**config.mk**
```make
export PLATFORM = sky130hd
export DESIGN_NAME = rcg_reset_clock
export DESIGN_NICKNAME = d
export VERILOG_FILES = /design/src/rcg_pkg.sv /design/src/rcg_clock_div.sv /design/src/rcg_reset_clock.sv
export VERILOG_INCLUDE_DIRS = /design/src
export SDC_FILE = /design/constraint.sdc
export NUM_CORES = 1
export LEC_CHECK = 0
export BUFFER_PORTS_ARGS = -buffer_cell sky130_fd_sc_hd__buf_2
export CAP_MARGIN = 10
export CORE_ASPECT_RATIO = 0.8
export CORE_UTILIZATION = 35
export DETAILED_ROUTE_END_ITERATION = 8
export GPL_TIMING_DRIVEN = 0
export PLACE_DENSITY = 0.57
export SKIP_CTS_REPAIR_TIMING = 1
export SYNTH_ARGS = -nofsm -noshare
export SYNTH_HDL_FRONTEND = slang
export SYNTH_SLANG_ARGS = --single-unit
```
**constraint.sdc**
```tcl
create_clock -name core_clk -period 4.76 [get_ports core_clk]
set_input_delay 0.238 -clock core_clk [delete_from_list [all_inputs] [get_ports core_clk]]
set_output_delay 0.238 -clock core_clk [all_outputs]
set_load 0.005 [all_outputs]
```
**src/rcg_params.svh**
```systemverilog
// Behaviour
// RQ1 - System reset asserts on power-on, watchdog, lock-up, software request or pad.
// RQ2 - Internal reset sources pull the external reset pad low.
// RQ3 - Internal sources hold system reset at least 20 us.
// RQ4 - External pad held low produces system reset while low.
// RQ5 - System reset spares debug, key, RTC, power and retained clock control.
// RQ6 - Power-on reset clears everything; shutdown exit acts as power-on.
// RQ7 - Power-on reset holds while supply or regulator is not good.
// RQ8 - Lock-up reset request is ignored while a debugger is connected.
// RQ9 - Setting the reset request bit causes a system reset.
// RQ10 - Deep-stop exit resets only the switched core domain.
// RQ11 - System clock source: internal RC, PLL or external oscillator.
// RQ12 - Slow clock from one of: slow RC, slow osc, sysclk/2048, PMU clock.
// RQ13 - After reset the system clock is the fast source divided to 16 MHz.
// RQ14 - Software picks only legal system clock frequencies for active peripherals.
// RQ15 - Software keeps system clock at or above radio bus clock.
// RQ16 - Timer kernel clock runs at the highest reachable fast rate.
// RQ17 - Fixed 16 and 32 MHz references ignore system clock changes.
// RQ18 - Serial ports, random generator and flash get the fixed 16 MHz reference.
// RQ19 - SPI audio mode uses fixed 16/32 MHz, other modes the system clock.
// RQ20 - Public-key accelerator gets half the system clock rate.
// RQ21 - Radio bus clock is system clock divided by 1, 2 or 4.
// RQ22 - Converter clock is 16 MHz from 64 MHz; regulator clock divides it by 2/4.
// RQ23 - Divider changes take effect only at period boundaries, glitch free.
`ifndef RCG_PARAMS_SVH
`define RCG_PARAMS_SVH

`define RCG_CLK_PERIOD_NS   8
`define RCG_RST_MIN_NS      20000
`define RCG_RST_MIN_CYC     ((`RCG_RST_MIN_NS + `RCG_CLK_PERIOD_NS - 1) / `RCG_CLK_PERIOD_NS)
`define RCG_PAD_BLANK_CYC   4
`define RCG_CNT_W           12
`define RCG_DIV_W           11
`define RCG_SYSFREQ_MAX     3'h6
`define RCG_SYS_DIV_RESET   11'h004
`define RCG_REF16_DIV       11'h004
`define RCG_REF32_DIV       11'h002
`define RCG_SLOW_HALF_DIV   11'h400
`define RCG_SYNC_W          7
`define RCG_SYNC_POR        0
`define RCG_SYNC_SUPPLY     1
`define RCG_SYNC_REG        2
`define RCG_SYNC_PAD        3
`define RCG_SYNC_SLOW_RC    4
`define RCG_SYNC_SLOW_OSC   5
`define RCG_SYNC_PMU        6

`endif

```
**src/rcg_pkg.sv**
```systemverilog
package rcg_pkg;

    typedef enum logic [1:0] {RCG_SRC_RC, RCG_SRC_PLL, RCG_SRC_EXT} rcg_fast_src_type;

    typedef enum logic [1:0] {RCG_SLOW_RC, RCG_SLOW_OSC, RCG_SLOW_SYSDIV, RCG_SLOW_PMU}
        rcg_slow_src_type;

    typedef enum logic [1:0] {RCG_RDIV1, RCG_RDIV2, RCG_RDIV4} rcg_radio_div_type;

    typedef enum logic [1:0] {RCG_RST_IDLE, RCG_RST_STRETCH, RCG_RST_BLANK} rcg_rst_state_type;

endpackage

```
**src/rcg_clock_div.sv**
```systemverilog
`timescale 1ns/1ps
`default_nettype none
`include "rcg_params.svh"

module rcg_clock_div
#(
    parameter logic [`RCG_DIV_W-1:0] RESET_DIV = 11'h001
)
(
    input  wire logic                  core_clk,
    input  wire logic                  rst,
    input  wire logic                  tick_in,
    input  wire logic [`RCG_DIV_W-1:0] divisor,
    output var  logic                  tick_out
);

    logic [`RCG_DIV_W-1:0] count;
    logic [`RCG_DIV_W-1:0] applied;
    logic [`RCG_DIV_W-1:0] next_count;
    logic [`RCG_DIV_W-1:0] next_applied;
    logic                  next_tick_out;

    always_comb
    begin
        next_count    = count;
        next_applied  = applied;
        next_tick_out = 1'b0;
        if (tick_in)
        begin
            if (count >= applied - 11'h001)
            begin
                // New ratio only at the boundary, so no short period escapes
                next_count    = '0;
                next_tick_out = 1'b1;
                next_applied  = (divisor == '0) ? 11'h001 : divisor; // RQ23
            end
            else
            begin
                next_count = count + 11'h001;
            end
        end
    end

    always_ff @(posedge core_clk or posedge rst)
    begin
        if (rst)
        begin
            count    <= '0;
            applied  <= RESET_DIV;
            tick_out <= 1'b0;
        end
        else
        begin
            count    <= next_count;
            applied  <= next_applied;
            tick_out <= next_tick_out;
        end
    end

endmodule

`default_nettype wire

```
**src/rcg_reset_clock.sv**
```systemverilog
`timescale 1ns/1ps
`default_nettype none
`include "rcg_params.svh"

// Clocks are produced as one-cycle enables on core_clk, which stands for
// the fast root, 64 MHz or 32 MHz from the external oscillator; slow clock is a level.
module rcg_reset_clock
(
    input  wire logic       core_clk,
    input  wire logic       rst,
    input  wire logic       power_on_reset_n,
    input  wire logic       supply_ok,
    input  wire logic       regulator_ok,
    input  wire logic       shutdown_exit,
    input  wire logic       watchdog_reset,
    input  wire logic       core_a,
    input  wire logic       debugger_connected,
    input  wire logic       reset_request_bit,
    input  wire logic       deepstop_exit,
    input  wire logic       external_reset_pad_n_in,
    output var  logic       external_reset_pad_n_out,
    output var  logic       external_reset_pad_n_oe,
    output var  logic       system_reset_n,
    output var  logic       por_reset_n,
    output var  logic       retained_reset_n,
    output var  logic       switched_core_reset_n,
    input  wire logic [1:0] fast_source_sel,
    input  wire logic [2:0] sys_freq_sel,
    input  wire logic [1:0] slow_source_sel,
    input  wire logic [1:0] radio_clock_divider_sel,
    input  wire logic       regulator_div4,
    input  wire logic       spi_audio_mode,
    input  wire logic       spi_audio_ref32,
    input  wire logic       internal_slow_rc,
    input  wire logic       external_slow_osc,
    input  wire logic       pmu_slow_clock,
    output var  logic [1:0] fast_source_active,
    output var  logic       system_clock_en,
    output var  logic       timer_kernel_en,
    output var  logic       ref16_clock_en,
    output var  logic       ref32_clock_en,
    output var  logic       spi_bit_clock_en,
    output var  logic       pka_clock_en,
    output var  logic       radio_bus_clock_en,
    output var  logic       converter_clock_en,
    output var  logic       regulator_clock_en,
    output var  logic       slow_clock
);

    // Pin synchronisers
    logic [`RCG_SYNC_W-1:0] sync_in;
    logic [`RCG_SYNC_W-1:0] sync_meta;
    logic [`RCG_SYNC_W-1:0] sync_out;

    assign sync_in = {pmu_slow_clock, external_slow_osc, internal_slow_rc,
                      external_reset_pad_n_in, regulator_ok, supply_ok, power_on_reset_n};

    genvar gi;
    generate
        for (gi = 0; gi < `RCG_SYNC_W; gi++)
        begin : g_sync
            always_ff @(posedge core_clk or posedge rst)
            begin
                if (rst)
                begin
                    sync_meta[gi] <= 1'b0;
                    sync_out[gi]  <= 1'b0;
                end
                else
                begin
                    sync_meta[gi] <= sync_in[gi];
                    sync_out[gi]  <= sync_meta[gi];
                end
            end
        end
    endgenerate

    // Reset combiner
    logic                         por_active;
    logic                         core_a_req;
    logic                         internal_req;
    logic                         pad_low_ext;
    rcg_pkg::rcg_rst_state_type   rst_state;
    rcg_pkg::rcg_rst_state_type   next_rst_state;
    logic [`RCG_CNT_W-1:0]        rst_cnt;
    logic [`RCG_CNT_W-1:0]        next_rst_cnt;
    logic                         next_system_reset_n;
    logic                         next_pad_oe;
    logic                         next_por_reset_n;
    logic                         next_switched_n;

    assign por_active = !sync_out[`RCG_SYNC_POR] || !sync_out[`RCG_SYNC_SUPPLY]
                        || !sync_out[`RCG_SYNC_REG] || shutdown_exit; // RQ6 RQ7
    assign core_a_req = core_a && !debugger_connected; // RQ8
    assign internal_req = por_active || watchdog_reset || core_a_req
                          || reset_request_bit; // RQ1 RQ9
    // Our own drive is read back through the synchroniser, so the pad is
    // only trusted as an outside request while idle
    assign pad_low_ext = (rst_state == rcg_pkg::RCG_RST_IDLE)
                         && !sync_out[`RCG_SYNC_PAD];

    always_comb
    begin
        next_rst_state = rst_state;
        next_rst_cnt   = rst_cnt;
        unique case (rst_state)
            rcg_pkg::RCG_RST_IDLE:
            begin
                if (internal_req)
                begin
                    next_rst_state = rcg_pkg::RCG_RST_STRETCH;
                    next_rst_cnt   = '0;
                end
            end
            rcg_pkg::RCG_RST_STRETCH:
            begin
                if (rst_cnt < `RCG_CNT_W'(`RCG_RST_MIN_CYC - 1))
                begin
                    next_rst_cnt = rst_cnt + 12'h001; // RQ3
                end
                else if (!internal_req)
                begin
                    next_rst_state = rcg_pkg::RCG_RST_BLANK;
                    next_rst_cnt   = '0;
                end
            end
            rcg_pkg::RCG_RST_BLANK:
            begin
                // A request in the tail restarts the stretch, so reset never blips high
                if (internal_req)
                begin
                    next_rst_state = rcg_pkg::RCG_RST_STRETCH; // RQ1
                    next_rst_cnt   = '0;
                end
                else if (rst_cnt < `RCG_CNT_W'(`RCG_PAD_BLANK_CYC - 1))
                begin
                    next_rst_cnt = rst_cnt + 12'h001;
                end
                else
                begin
                    next_rst_state = rcg_pkg::RCG_RST_IDLE;
                end
            end
            default:
            begin
                next_rst_state = rcg_pkg::RCG_RST_IDLE;
                next_rst_cnt   = '0;
            end
        endcase
        next_pad_oe         = (next_rst_state == rcg_pkg::RCG_RST_STRETCH); // RQ2
        next_system_reset_n = (next_rst_state == rcg_pkg::RCG_RST_IDLE)
                              && !pad_low_ext; // RQ1 RQ4
        next_por_reset_n    = !por_active; // RQ6
        // System reset covers the switched domain too; deep-stop exit hits only it
        next_switched_n     = next_system_reset_n && !deepstop_exit; // RQ10
    end

    always_ff @(posedge core_clk or posedge rst)
    begin
        if (rst)
        begin
            rst_state                <= rcg_pkg::RCG_RST_IDLE;
            rst_cnt                  <= '0;
            system_reset_n           <= 1'b0;
            external_reset_pad_n_oe  <= 1'b0;
            external_reset_pad_n_out <= 1'b0;
            por_reset_n              <= 1'b0;
            retained_reset_n         <= 1'b0;
            switched_core_reset_n    <= 1'b0;
        end
        else
        begin
            rst_state                <= next_rst_state;
            rst_cnt                  <= next_rst_cnt;
            system_reset_n           <= next_system_reset_n;
            external_reset_pad_n_oe  <= next_pad_oe;
            external_reset_pad_n_out <= 1'b0;
            por_reset_n              <= next_por_reset_n;
            // Debug, keys, RTC, power and retained clock state see power-on only
            retained_reset_n         <= next_por_reset_n; // RQ5
            switched_core_reset_n    <= next_switched_n;
        end
    end

    // Clock ratios
    logic                    src_ext;
    logic [2:0]              freq_code;
    logic [`RCG_DIV_W-1:0]   sys_div;
    logic [`RCG_DIV_W-1:0]   ref16_div;
    logic [`RCG_DIV_W-1:0]   ref32_div;
    logic [`RCG_DIV_W-1:0]   radio_div;
    logic [`RCG_DIV_W-1:0]   reg_div;
    logic                    slow_half_tick;
    logic                    slow_sys_level;
    logic                    next_slow_sys_level;
    logic                    next_slow_clock;
    logic                    next_spi_en;
    logic [1:0]              next_src_active;

    assign src_ext = (fast_source_sel == rcg_pkg::RCG_SRC_EXT);
    assign freq_code = (sys_freq_sel > `RCG_SYSFREQ_MAX) ? `RCG_SYSFREQ_MAX : sys_freq_sel;

    always_comb
    begin
        // External oscillator is a 32 MHz root, so the system and reference ratios halve, except a /1 system ratio
        sys_div = 11'h001 << freq_code;
        if (src_ext && (freq_code != 3'h0))
        begin
            sys_div = sys_div >> 1; // RQ11
        end
        ref16_div = src_ext ? `RCG_REF32_DIV : `RCG_REF16_DIV; // RQ17
        ref32_div = src_ext ? 11'h001 : `RCG_REF32_DIV; // RQ17
        unique case (radio_clock_divider_sel)
            rcg_pkg::RCG_RDIV2: radio_div = 11'h002;
            rcg_pkg::RCG_RDIV4: radio_div = 11'h004;
            default:            radio_div = 11'h001;
        endcase
        reg_div = regulator_div4 ? 11'h004 : 11'h002;
    end

    rcg_clock_div #(.RESET_DIV(`RCG_SYS_DIV_RESET)) u_sys_div // RQ13
    (
        .core_clk (core_clk),
        .rst      (rst),
        .tick_in  (1'b1),
        .divisor  (sys_div),
        .tick_out (system_clock_en)
    );

    // Serial ports, random generator and flash share this reference
    rcg_clock_div #(.RESET_DIV(`RCG_REF16_DIV)) u_ref16_div // RQ18
    (
        .core_clk (core_clk),
        .rst      (rst),
        .tick_in  (1'b1),
        .divisor  (ref16_div),
        .tick_out (ref16_clock_en)
    );

    rcg_clock_div #(.RESET_DIV(`RCG_REF32_DIV)) u_ref32_div
    (
        .core_clk (core_clk),
        .rst      (rst),
        .tick_in  (1'b1),
        .divisor  (ref32_div),
        .tick_out (ref32_clock_en)
    );

    rcg_clock_div #(.RESET_DIV(`RCG_REF16_DIV)) u_conv_div // RQ22
    (
        .core_clk (core_clk),
        .rst      (rst),
        .tick_in  (1'b1),
        .divisor  (ref16_div),
        .tick_out (converter_clock_en)
    );

    // Counting converter ticks keeps the regulator clock in step with it
    rcg_clock_div #(.RESET_DIV(11'h002)) u_reg_div // RQ22
    (
        .core_clk (core_clk),
        .rst      (rst),
        .tick_in  (converter_clock_en),
        .divisor  (reg_div),
        .tick_out (regulator_clock_en)
    );

    rcg_clock_div #(.RESET_DIV(11'h002)) u_pka_div // RQ20
    (
        .core_clk (core_clk),
        .rst      (rst),
        .tick_in  (system_clock_en),
        .divisor  (11'h002),
        .tick_out (pka_clock_en)
    );

    rcg_clock_div #(.RESET_DIV(11'h001)) u_radio_div // RQ21
    (
        .core_clk (core_clk),
        .rst      (rst),
        .tick_in  (system_clock_en),
        .divisor  (radio_div),
        .tick_out (radio_bus_clock_en)
    );

    rcg_clock_div #(.RESET_DIV(`RCG_SLOW_HALF_DIV)) u_slow_div // RQ12
    (
        .core_clk (core_clk),
        .rst      (rst),
        .tick_in  (system_clock_en),
        .divisor  (`RCG_SLOW_HALF_DIV),
        .tick_out (slow_half_tick)
    );

    always_comb
    begin
        next_slow_sys_level = slow_half_tick ? !slow_sys_level : slow_sys_level;
        unique case (slow_source_sel)
            rcg_pkg::RCG_SLOW_RC:     next_slow_clock = sync_out[`RCG_SYNC_SLOW_RC];
            rcg_pkg::RCG_SLOW_OSC:    next_slow_clock = sync_out[`RCG_SYNC_SLOW_OSC];
            rcg_pkg::RCG_SLOW_SYSDIV: next_slow_clock = slow_sys_level;
            rcg_pkg::RCG_SLOW_PMU:    next_slow_clock = sync_out[`RCG_SYNC_PMU];
        endcase
        // Audio mode keeps its bit rate when the system clock is retuned
        if (spi_audio_mode)
        begin
            next_spi_en = spi_audio_ref32 ? ref32_clock_en : ref16_clock_en; // RQ19
        end
        else
        begin
            next_spi_en = system_clock_en; // RQ19
        end
        next_src_active = fast_source_sel; // RQ11
    end

    always_ff @(posedge core_clk or posedge rst)
    begin
        if (rst)
        begin
            slow_sys_level     <= 1'b0;
            slow_clock         <= 1'b0;
            spi_bit_clock_en   <= 1'b0;
            timer_kernel_en    <= 1'b0;
            fast_source_active <= 2'h0;
        end
        else
        begin
            slow_sys_level     <= next_slow_sys_level;
            slow_clock         <= next_slow_clock;
            spi_bit_clock_en   <= next_spi_en;
            timer_kernel_en    <= 1'b1; // RQ16
            fast_source_active <= next_src_active;
        end
    end

    // Checks
    logic [`RCG_CNT_W-1:0] pad_len;

    always_ff @(posedge core_clk or posedge rst)
    begin
        if (rst)
        begin
            pad_len <= '0;
        end
        else
        begin
            pad_len <= external_reset_pad_n_oe ? pad_len + 12'(pad_len != '1) : '0;
        end
    end
endmodule

`default_nettype wire

```
==> run summary <==
Run status
- completed — outcome

Worst hold path
- input port to flop — Min-Delay Path Class
- slow_clock$_DFF_PP0_ — worst hold endpoint
- slow_source_sel[1] — worst min-delay path startpoint
- 2 — Hold Path Depth

STA
- 0 — final count of hold timing violations
- 0.5237 — Max-Slew Margin vs Limit
- no — setup repair after global routing missed its margin
- 0 — Finish-stage setup viols
- 314.4 MHz — Fmax achieved
- 0.09069 ns — Min Hold Slack
- 0 ns — total negative setup slack
- 0.7097 ns — transition time at the pin with the least slew margin
- 0.009457 ns — Setup Skew
- 0 — max-slew violation count
- 1.579 ns — final setup margin
- 0.6682 — Tcrit/Tclk final
- 3.181 ns — min Tclk post-route

Detailed routing
- 12.51 um — routed len/inst
- 8274 um — wire length on met1
- 15020 um — total wire length after detailed routing
- 4.828 — Via density
- 260 — DRC violation total after the first TritonRoute iteration
- 4 — total iterations of the first detailed-routing run
- 0 — Routed Antenna Nets
- 564 um — length of routed met3 wiring
- 5798 — total number of vias
- met4 — Top Layer Used
- 6051 um — amount of wire on met2 after detailed routing
- 0 — detailed-route DRC error count

Clock tree
- 17 — number of clock buffers inserted by TritonCTS
- built — clock tree from TritonCTS
- sky130_fd_sc_hd__clkbuf_16 — root buffer cell
- 2 — maximum clock insertion buffer count
- 153 — clk sink count
- 0.43 ns — clock insertion delay at the later pin of the skew report
- 0.06 ns — Worst-path clk slew
- 4 — maximum level of the CTS H-tree

Logic synthesis
- 59 — count of unique library cells instantiated by Yosys
- 153 — register bit total from synthesis
- 919 — post-synthesis net count
- 0 — Post-synth EDFFs
- 0.4500 — fraction of post-synthesis cell area in the top cell type by area
- 0.06856 — post-synthesis xor/xnor area fraction
- 10.14 um2 — syn avg cell area
- 8175 um2 — synthesized area
- 0.1058 — post-synthesis compound-gate area fraction
- 0.1688 — post-synthesis simple-gate area fraction
- 806 — synthesized instance count
- sky130_fd_sc_hd__dfrtp_1 — most instantiated flip-flop cell in the synthesis netlist
- sky130_fd_sc_hd__dfrtp_1 — cell type with the largest total area after synthesis
- sky130_fd_sc_hd__dfrtp_1, sky130_fd_sc_hd__ha_1, sky130_fd_sc_hd__nor2_1 — cell types with the largest area share after synthesis
- 0.02586 — post-synthesis mux area share
- 0.4692 — portion of the post-synthesis area used by sequential elements
- 0 — synthesis warning total
- 1.000 — Post-synth ARST share
- simple AND/OR/NAND/NOR gates — dominant combinational cell family by area after synthesis
- 0.1316 — Post-Synth Adder-Cell Area

Final layout
- 1201 — non-filler cells, final
- 16.82% — relative area change from synthesis to final layout
- sky130_fd_sc_hd__dfrtp_1, sky130_fd_sc_hd__nor2_1, sky130_fd_sc_hd__ha_1, sky130_fd_sc_hd__buf_2, sky130_fd_sc_hd__nand2_1 — top library cells by usage in the layout, fill and taps aside
- 995 — total number of nets in the final design
- 0 — antenna fix cells
- sky130_fd_sc_hd__dfrtp_1 — most common cell after layout, fill and taps aside
- 0.1173 — layout cells sized above 1

Setup path
- u_sys_div.applied[3]$_DFFE_PP0P_ — startpoint of the worst register-to-register path
- 11 — Worst Reg2Reg Path Length in Cells
- flop — crit end category
- 5.05 ns — WP data required
- 3.47 ns — CP Data Arrival Time
- flop — sort of element at the start of the critical path
- 1.58 ns — worst reg2reg setup slack
- 10 — highest net fanout along the worst path
- flop to flop — Worst Path Class, Setup
- u_sys_div.count[7]$_DFF_PP0_ — Critical R2R Capture

Global routing
- 0 — GR Overflow Total
- 26160 um — wire length of the first global-routing pass
- 98 — maximum number of pins on one net before global-route repair
- 0.1328 — overall global routing resource usage
- 5490 — via count of the first global-routing pass
- 0 — number of antenna violations at the first check in global routing

Floorplan
- 23980 um2 — Die Outline Area
- 45 — count of pins on the block boundary
- 22680 um2 — core region area
- 138.7 um — Die Ht
- 0.3604 — effective utilization at floorplan
- 172.9 um — x dimension of the die
- 49 — cell row count

Placement
- 10340 um — Detail Placement HPWL
- 1.559 ns — worst slack after detailed placement
- 1156 — placed cells
- 0.7461 — RD Place Congestion
- 43 — IO buf count

Job
- 0 — max-capacitance violation count

Power and ir drop
- 455.0 nW/um2 — P per Cell Area
- 4.609 nW — Lkg Pwr
- 0.0002561 V — highest ir drop seen on vdd

kinds of logic after synthesis:
| logic type | after synthesis |
|---|---|
| other | 2 |
| adders and majority gates | 86 |
| DFF | 153 |
| AOI/OAI and AO/OA | 133 |
| buffers and inverters | 60 |
| muxes | 19 |
| and+or+nand+nor | 289 |
| xor gates and xnor gates | 64 |
cell usage after synthesis, drive strengths merged (5+ instances only):
| cell | n |
|---|---|
| mux2i | 11 |
| a211oi | 7 |
| nand2b | 8 |
| a31oi | 6 |
| dfstp | 6 |
| a21o | 10 |
| buf | 8 |
| a22o | 6 |
| xnor2 | 27 |
| a21oi | 30 |
| nor2 | 106 |
| mux2 | 7 |
| nor2b | 14 |
| o31ai | 5 |
| nand4 | 10 |
| o22ai | 5 |
| nand3 | 42 |
| xor2 | 37 |
| nand2 | 48 |
| nor3 | 13 |
| o21ai | 36 |
| ha | 86 |
| dfrtp | 147 |
| nor4 | 6 |
| and3 | 22 |
| clkbuf | 9 |
| inv | 43 |
sequential cells by signal (all words and copies together) (netlist names), 2 cells and up:
signal	count
u_slow_div.count	11
u_ref16_div.applied	2
u_ref32_div.count	11
u_sys_div.count	11
u_sys_div.applied	8
rst_state	2
u_ref16_div.count	11
u_ref32_div.applied	2
u_conv_div.applied	2
sync_meta	7
u_radio_div.applied	3
u_reg_div.applied	2
fast_source_active	2
u_reg_div.count	11
u_pka_div.count	11
rst_cnt	12
u_conv_div.count	11
u_radio_div.count	11
sync_out	7
area by class of cell:
type,count,area (um2)
clock inverter,12,147.6
inverter,43,166.4
timing repair buffer,57,372.9
fill,2194,13130
tap,306,382.9
clock buffer,20,466.7
multi-input combinational,593,4100
sequential,153,3836
buffer,17,77.57
how the worst max path moves through the flow:
| stage | endpoint | from | depth (start not counted) |
|---|---|---|---|
| 2_1_floorplan | external_reset_pad_n_oe$_DFF_PP0_ | rst | 1 |
| 3_3_place_gp | u_reg_div.count[10]$_DFFE_PP0P_ | rst | 2 |
| 3_5_place_dp | u_sys_div.count[9]$_DFF_PP0_ | u_sys_div.applied[3]$_DFFE_PP0P_ | 11 |
| 4_1_cts | u_sys_div.count[7]$_DFF_PP0_ | u_sys_div.applied[3]$_DFFE_PP0P_ | 11 |
| 5_1_grt | u_sys_div.count[7]$_DFF_PP0_ | u_sys_div.applied[3]$_DFFE_PP0P_ | 11 |
| 6_report | u_sys_div.count[7]$_DFF_PP0_ | u_sys_div.applied[3]$_DFFE_PP0P_ | 11 |
critical path, cell delays in order, from the launching register on:
cell and delay, ns:
sky130_fd_sc_hd__dfrtp_1 0.42, sky130_fd_sc_hd__or4_1 0.57, sky130_fd_sc_hd__nor4_1 0.26, sky130_fd_sc_hd__xnor2_1 0.13, sky130_fd_sc_hd__ha_1 0.30, sky130_fd_sc_hd__and3_1 0.15, sky130_fd_sc_hd__o2111ai_1 0.11, sky130_fd_sc_hd__a21oi_1 0.14
sky130_fd_sc_hd__o22a_1 0.17, sky130_fd_sc_hd__buf_2 0.26, sky130_fd_sc_hd__buf_1 0.42, sky130_fd_sc_hd__nor2_1 0.11
metrics by stage:
stage / total power, W / util / cell area [um2]
2_1_floorplan: 0.002649 / - / 8175
3_3_place_gp: 0.002949 / 0.3868 / 8773
3_5_place_dp: 0.002975 / 0.3882 / 8806
4_1_cts: 0.004407 / 0.4153 / 9420
5_1_grt: 0.004707 / 0.4210 / 9550
6_report: 0.004345 / 0.4210 / 9550
power breakdown:
part	switching, W	leakage, nW	internal, W
logic	0.000671	2.35	0.000543
clock network	0.000530	0.290	0.000861
registers	0.000227	1.97	0.00151
total	0.00143	4.61	0.00292
metal layers:
metal / up-vias / global-route usage
li1: 2980 / -
met1: 2714 / 0.1962
met2: 93 / 0.1878
met3: 11 / 0.03673
met4: 0 / 0.03866
met5: - / 0
No activity file was read; power rests on OpenSTA's default activity.
